==> config.mk <==
export PLATFORM = sky130hd
export DESIGN_NAME = reference_clock_module
export DESIGN_NICKNAME = d
export VERILOG_FILES = /design/src/ref_clock_pkg.sv /design/src/clock_sync.sv /design/src/reference_clock_module.sv
export SDC_FILE = /design/constraint.sdc
export NUM_CORES = 1
export LEC_CHECK = 0
export ABC_AREA = 1
export BUFFER_PORTS_ARGS = -buffer_cell sky130_fd_sc_hd__buf_4
export CAP_MARGIN = 40
export CORE_MARGIN = 2
export CORE_UTILIZATION = 50
export DETAILED_ROUTE_END_ITERATION = 8
export PLACE_DENSITY_LB_ADDON = 0.12
export SYNTH_ARGS = -nofsm -noshare
export SYNTH_HDL_FRONTEND = slang
export SYNTH_HIERARCHICAL = 1
export SYNTH_SLANG_ARGS = --single-unit
==> constraint.sdc <==
create_clock -name ref_clk -period 6.4 [get_ports ref_clk]
set_input_delay 1.28 -clock ref_clk [delete_from_list [all_inputs] [get_ports ref_clk]]
set_output_delay 1.28 -clock ref_clk [all_outputs]
set_load 0.02 [all_outputs]
==> src/ref_clock_pkg.sv <==
// constants, types and decode helpers for the reference clock output generator
// Operation
// Generator input picks logic cells, numeric oscillator, oscillators or system clock.
// Generated clock drives the output pin and the internal peripheral consumers.
// Setting the enable starts the output cleanly, with no glitch or runt.
// Clearing the enable stops the output at once, mid-period if need be.
// Divider and duty changes are accepted while enabled; software should avoid it.
// Selected input is divided by 1, 2, 4, 8, 16, 32, 64 or 128.
// Divided modes give 0%, 25%, 50% or 75% duty per duty select.
// Undivided mode gives 50% for nonzero duty; duty zero holds output low.
// Reset loads duty select with the 50% code.
// In sleep the output keeps running except with the system clock source.
// Divide code 000 passes undivided; code n divides by two to the n.
// Duty code 11 is 75%, 10 is 50%, 01 is 25%, 00 is 0%.
// Source 0000 system clock, 0001-0110 oscillators, 0111-1010 cells, rest reserved.
// Reset clears the module enable so the output stays inactive.
// While disabled, output low and counters held at their start state.
// Reserved source codes select no clock and hold the output low.
package ref_clock_pkg;

	// ----------------------------------------------------------------
	// control register layout
	// ----------------------------------------------------------------
	localparam int EN_BIT = 7;
	localparam int DUTY_LSB = 3;
	localparam int DIV_LSB = 0;
	localparam logic [7:0] CTRL_RESET = 8'h10;
	localparam logic [7:0] CTRL_MASK = 8'h9F;
	localparam logic [3:0] SRC_RESET = 4'h0;

	// ----------------------------------------------------------------
	// source codes and field values
	// ----------------------------------------------------------------
	localparam int NUM_SOURCES = 11;
	localparam logic [3:0] SRC_SYSTEM = 4'h0;
	localparam logic [3:0] SRC_LAST = 4'hA;
	localparam logic [1:0] DUTY_ZERO = 2'h0;
	localparam logic [2:0] DIV_NONE = 3'h0;

	typedef enum logic [1:0] {S_IDLE, S_ARMED, S_RUN} gen_state_t;

	// half-period counter wraps at twice the divide ratio
	function automatic logic [7:0] half_mask(input logic [2:0] div);
		logic [8:0] span;
		span = 9'h002 << div;
		return 8'(span - 9'h001);
	endfunction

	// half-periods spent high: duty quarters times half the ratio
	function automatic logic [8:0] high_limit(input logic [2:0] div, input logic [1:0] duty);
		logic [8:0] base;
		base = {7'h00, duty};
		return (div == DIV_NONE) ? 9'h000 : (base << (div - 3'h1));
	endfunction

endpackage

==> src/clock_sync.sv <==
// two-stage synchroniser for asynchronous clock source levels
`timescale 1ns/1ps
module clock_sync #(
	parameter int WIDTH = 11
) (
	input wire logic ref_clk,
	input wire logic nrst,
	input wire logic [WIDTH-1:0] async_in,
	output logic [WIDTH-1:0] sync_out
);

	typedef struct packed {
		logic [WIDTH-1:0] meta;
		logic [WIDTH-1:0] held;
	} sync_state_t;

	sync_state_t st_q;
	sync_state_t st_d;

	// first stage is read only by the second stage
	always_comb begin
		st_d.meta = async_in;
		st_d.held = st_q.meta;
	end

	always_ff @(posedge ref_clk or negedge nrst) begin
		if (!nrst) begin
			st_q <= '0;
		end else begin
			st_q <= st_d;
		end
	end

	assign sync_out = st_q.held;

endmodule

==> src/reference_clock_module.sv <==
// reference clock output generator: source mux, power-of-two divider, duty shaping
`timescale 1ns/1ps
module reference_clock_module
	import ref_clock_pkg::*;
(
	input wire logic ref_clk,
	input wire logic nrst,
	input wire logic [NUM_SOURCES-1:0] clock_sources,
	input wire logic sleep_mode,
	input wire logic control_write,
	input wire logic [7:0] control_wdata,
	input wire logic source_write,
	input wire logic [3:0] source_wdata,
	output logic [7:0] control_rdata,
	output logic [3:0] source_rdata,
	output logic ref_clock_out_pin,
	output logic ref_clock_internal
);

	// ----------------------------------------------------------------
	// state
	// ----------------------------------------------------------------
	typedef struct packed {
		gen_state_t fsm;
		logic [7:0] cnt;
		logic prev;
		logic out_pin;
		logic out_int;
		logic [7:0] ref_generator_control_reg;
		logic [3:0] ref_generator_source_reg;
	} state_t;

	localparam state_t STATE_RESET = '{
		fsm: S_IDLE,
		cnt: 8'h00,
		prev: 1'b0,
		out_pin: 1'b0,
		out_int: 1'b0,
		ref_generator_control_reg: CTRL_RESET,
		ref_generator_source_reg: SRC_RESET
	};

	state_t st_q;
	state_t st_d;
	logic [NUM_SOURCES-1:0] src_s;
	logic sel_lvl;
	logic src_rise;
	logic src_edge;
	logic active;
	logic out_nxt;
	logic [2:0] div_sel;
	logic [1:0] duty_select;

	// sources come from foreign clocks; they must be slower than ref_clk/2
	// since edges are found by sampling, a limitation of the single-clock build
	clock_sync #(
		.WIDTH(NUM_SOURCES)
	) u_sync (
		.ref_clk(ref_clk),
		.nrst(nrst),
		.async_in(clock_sources),
		.sync_out(src_s)
	);

	// ----------------------------------------------------------------
	// next state
	// ----------------------------------------------------------------
	always_comb begin
		st_d = st_q;
		div_sel = st_q.ref_generator_control_reg[DIV_LSB +: 3];
		duty_select = st_q.ref_generator_control_reg[DUTY_LSB +: 2];
		// settings taken even while running; glitches are software's problem
		if (control_write) begin
			st_d.ref_generator_control_reg = control_wdata & CTRL_MASK;
		end
		if (source_write) begin
			st_d.ref_generator_source_reg = source_wdata;
		end
		// reserved codes select no clock
		if (st_q.ref_generator_source_reg <= SRC_LAST) begin
			sel_lvl = src_s[st_q.ref_generator_source_reg];
		end else begin
			sel_lvl = 1'b0;
		end
		st_d.prev = sel_lvl;
		src_rise = sel_lvl & ~st_q.prev;
		src_edge = sel_lvl ^ st_q.prev;
		active = st_q.ref_generator_control_reg[EN_BIT]
			&& !(sleep_mode && st_q.ref_generator_source_reg == SRC_SYSTEM)
			&& (st_q.ref_generator_source_reg <= SRC_LAST);
		out_nxt = 1'b0;
		if (!active) begin
			st_d.fsm = S_IDLE;
			st_d.cnt = 8'h00;
		end else begin
			case (st_q.fsm)
				S_IDLE: begin
					st_d.fsm = S_ARMED;
				end
				S_ARMED: begin
					// wait for a fresh rising edge so the first pulse is whole
					if (src_rise) begin
						st_d.fsm = S_RUN;
						st_d.cnt = 8'h00;
					end
				end
				S_RUN: begin
					if (src_edge) begin
						st_d.cnt = (st_q.cnt + 8'h01) & half_mask(div_sel);
					end
				end
				default: begin
					st_d.fsm = S_IDLE;
				end
			endcase
		end
		if (st_d.fsm == S_RUN) begin
			if (div_sel == DIV_NONE) begin
				out_nxt = (duty_select != DUTY_ZERO) && sel_lvl;
			end else begin
				out_nxt = {1'b0, st_d.cnt} < high_limit(div_sel, duty_select);
			end
		end
		st_d.out_pin = out_nxt;
		st_d.out_int = out_nxt;
	end

	always_ff @(posedge ref_clk or negedge nrst) begin
		if (!nrst) begin
			st_q <= STATE_RESET;
		end else begin
			st_q <= st_d;
		end
	end

	assign control_rdata = st_q.ref_generator_control_reg;
	assign source_rdata = st_q.ref_generator_source_reg;
	assign ref_clock_out_pin = st_q.out_pin;
	assign ref_clock_internal = st_q.out_int;
endmodule

Yosys cells after proc, flatten, opt, wreduce, memory -nomap -nowiden
Cells that the tools add are included.

cells by class
  order comparisons = 3
  equal/unequal tests = 3
  shift-type cells = 2
  reductions and logical operators = 9
  bitwise gates (word level) = 4
  add/subtract/negate cells = 3
  muxes and demuxes = 11

operators with widths
  kind                                                        count
  two-way mux 10 bit                                          2
  one-hot mux 8 bit (2 select lines)                          1
  less-than comparator 8 x 9 -> 1 bit                         1
  two-way mux 9 bit                                           1
  << shifter 2 x 3 -> 9 bit                                   1
  adder 8 x 1 -> 8 bit, second input constant                 1
  AND 8 bit                                                   1
  two-way mux 8 bit                                           1
  << shifter 2 x 3 -> 8 bit, first input constant             1
  subtractor 8 x 1 -> 8 bit, second input constant            1
  one-hot mux 2 bit (3 select lines)                          1
  less-than comparator 4 x 5 -> 1 bit, second input constant  1
  binary-select mux 1 bit (select 4 bit)                      1
  == test 2 bit, second input constant                        2
  <= comparator 4 bit, second input constant                  1
  logical AND 1 bit                                           4
  zero test 4 bit                                             1
  two-way mux 1 bit                                           4
  zero test 3 bit                                             1
  subtractor 3 x 1 -> 3 bit, second input constant            1
  == test 2 x 1 -> 1 bit, second input constant               1
  zero test 2 bit                                             1
  nonzero test 2 bit                                          1
  AND 1 bit                                                   1
  other kinds (3)                                             3

word-level totals
  output and inout port bits = 14
  flip-flop bits (word level) = 44
  logic and storage cells = 43

Logic depth before layout (Yosys ltp)
  depth after elaboration = 10
  gate-level depth with buffers = 24

By module
The synthesis kept the hierarchy.

by module, submodules not included
  module                  cells each  sequential area each (µm²)  area an instance (µm²)  times used
  reference_clock_module  269         551.8                       1926.8                  1
  clock_sync              22          550.5                       550.5                   1

Worst setup path after synthesis
OpenSTA, ideal clock, no wires.

  path type = input-to-reg
  from = input port sleep_mode
  to = register st_q, in the netlist ref_clock_internal
  arrival time = 2821 ps
  data required time = 6323 ps
  setup slack = 3502 ps
  cell stages on the path = 15
  cells stage by stage = nand4_1 nand3_1 inv_1 o21ai_0 a31oi_1 ha_1 a21oi_1 o21ai_0 nand3_1 nand2_1 a21oi_1 a21oi_1 inv_1 nand2_1 a21oi_1

RTL lines
  element               RTL line                       RTL
  from (decl)           reference_clock_module.sv:9    input wire logic sleep_mode,
  to (signal assigned)  reference_clock_module.sv:132  st_q <= st_d;
  to (decl)             reference_clock_module.sv:43   state_t st_q;

==> run metrics <==
RSZ-0062 raised after global routing no; count leader, synth nand2_1; footprint of the multi-input gates 1134 um2; P&R area growth vs syn 14.55%; critical path class reg2reg; EDFF count, synth 0; vias in the first global route approximately 1,700; status finished clean; cells after synthesis 291; cts hold-fix bufs 0; Worst R2R Path Depth 21; top cells by count, synth nand2_1, dfrtp_1, inv_1; DR pass1 iterations 4; WHS 0.3516 ns; Total Routing Usage GR 18.13%; starting density of the core a little over half; initial antenna violation count 0; number of cell rows 25; Worst Hold Path EP u_sync/sync_out[5]; Pwr Density approximately 260 nW/um2; Synth Warn # 6; Seq cells post-synth 44; Die ar. between 5000 and 6000 um2; pin count of the biggest net entering global routing 45; Peak VDD IR 0.1565 mV; post-cts sizing count 0; area of the core between 4000 and 5000 um2; Die Wd about 74 um; GP Congestion roughly 0.88; Clk Latency, worst-skew pair just under 0.3 ns; gr ovfl total 0; met1 Resource Use GR a little over a quarter; met2 usage in global routing approximately a quarter; Slew @ Worst Pin ~0.53 ns; flop-to-flop setup slack roughly 3 ns; cts bufs inserted 5; starting DRC count in detailed routing 120; layout cells sized above 1 ~18%; Tmin final 3.400 ns; ys async rst share 100.0%; syn_area_per_cell about 8.5 um2; largest area contributor in the netlist dfrtp_1; input/output buffers 37; Chip Height 74.39 um; final hold vios 0; crit path DAT roughly 3.6 ns; Setup crit end kind register; Rel. slew slack between 60% and 70%; final slew viol count 0; M3 GR Usage between 4 and 5%; post-route ant nets 0; Hold Startpoint u_sync/st_d[5]; startpoint types register; # fillers ~460; I/O pin total 42; Sequential Area approximately 1100 um2; Clock Path Buffers 2; Reg clk slew, reported paths ~0.090 ns; routed wire length per instance about 12 um; global-route wire length before repair about 7700 um; synth unique cells 32; clock sink count 44; hold depth 0; CTS tree yes; Max-cap violations 0; top-area cell type share of the netlist area between 40% and 50%; Worst Skew around 0.0027 ns; CP required around 6.6 ns; reg2reg start control_rdata[0]; H-tree depth 2; via count around 1,900; fmax between 200 and 300 MHz; setup bufs post-CTS 0; WL final between 4000 and 5000 um; synth top area cells dfrtp_1, nand2_1, ha_1; root buffer cell clkbuf_8; register area share after synthesis 44.49%; Final #Nets between 300 and 400; number of diodes 0; ys flop type dfrtp_1; crit share post-route between 50% and 60%; Final Setup Violations 0; crit path max fanout 8; Cell Area, Synth 2477 um2; total power about 740 uW; Hold Crit Class reg2reg; GRT Max-Usage Layer met1; Setup TNS 0 ns; Crit Reg-Reg Endpoint ref_clock_internal; Vias per Instance a little under 5; LEAKAGE roughly 1.4 nW; HPWL Detailed 3417 um; post-route DRC violation count 0
-- sequential cells by signal, summed over array words and instances, names as in the netlist --
name	flops
control_rdata	6
ref_clock_internal	1
source_rdata	4
st_q	11
u_sync/st_d	11
u_sync/sync_out	11
-- worst max path at each step --
stage	startpoint	to	slack, ns	cells past startpoint
floorplan	sleep_mode	ref_clock_internal	3.50	15
global placement	sleep_mode	ref_clock_internal	2.98	16
detailed placement	sleep_mode	ref_clock_internal	2.97	16
CTS	control_rdata[0]	ref_clock_internal	3.03	21
global route	control_rdata[0]	ref_clock_internal	2.62	21
finish	control_rdata[0]	ref_clock_internal	3.00	21
-- area by class of cell --
type	instances	area share (%)
Clock buffer	5	2.425
Clock inverter	3	1.675
Inverter	33	4.365
Multi-Input combinational cell	198	39.95
Sequential cell	44	38.84
Tap cell	67	2.954
Timing Repair Buffer	37	9.788
-- through the flow --
step | cells | cell area [um2] | util (%) | worst slack, ns
after floorplan | 292 | 2481 | - | 3.502
after global placement | 379 | 2721 | 57.24 | 2.982
after detailed placement | 379 | 2721 | 57.24 | 2.965
after CTS | 387 | 2838 | 59.68 | 3.025
after global routing | 387 | 2838 | 59.68 | 2.619
final | 387 | 2838 | 59.68 | 3.000
-- layer usage --
metal	wire length (um)	part of all wire (%)
met4	42	0.93
met2	2005	44
met1	2232	50
met5	0	0
met3	226	5.0
-- logic make-up after synthesis --
group / after synthesis / synth area share (%)
AOI/OAI and AO/OA: 50 / 11.72
xor gates and xnor gates: 7 / 2.475
adders and majority gates: 18 / 9.091
buffers and inverters: 50 / 9.899
DFF: 44 / 44.50
muxes: 2 / 0.9090
other: 1 / 0.1514
and+or+nand+nor: 119 / 21.26
-- critical path: stages (launching register included) --
cell	delay, ns
dfrtp_1	0.47
inv_1	0.18
ha_1	0.19
inv_1	0.06
nor2_1	0.29
inv_1	0.18
ha_1	0.31
nand2_1	0.08
nand3_1	0.07
a31oi_1	0.16
nand2_1	0.06
a21oi_1	0.24
ha_1	0.30
a21oi_1	0.12
o21ai_0	0.10
nand3_1	0.08
nand2_1	0.05
a21oi_1	0.12
a21oi_1	0.06
inv_1	0.06
nand2_1	0.05
a21oi_1	0.11
-- cells in the final DEF (no fill, tap or decap), types with 7 or more instances in the layout --
cell type | Yosys | final
dfrtp_1 | 43 | 43
nand2_1 | 65 | 65
ha_1 | 18 | 18
nand4_1 | 7 | 7
a21oi_1 | 13 | 13
nand3_1 | 20 | 20
o21ai_0 | 22 | 22
buf_4 | 13 | 37
inv_1 | 32 | 32
nor2_1 | 16 | 16
-- report_power, final --
| part | total [mW] | internal, mW | switching, mW |
|---|---|---|---|
| logic | 0.201 | 0.0758 | 0.125 |
| registers | 0.321 | 0.300 | 0.0210 |
| clock network | 0.215 | 0.118 | 0.0973 |
(Power assumes the default switching activity.)
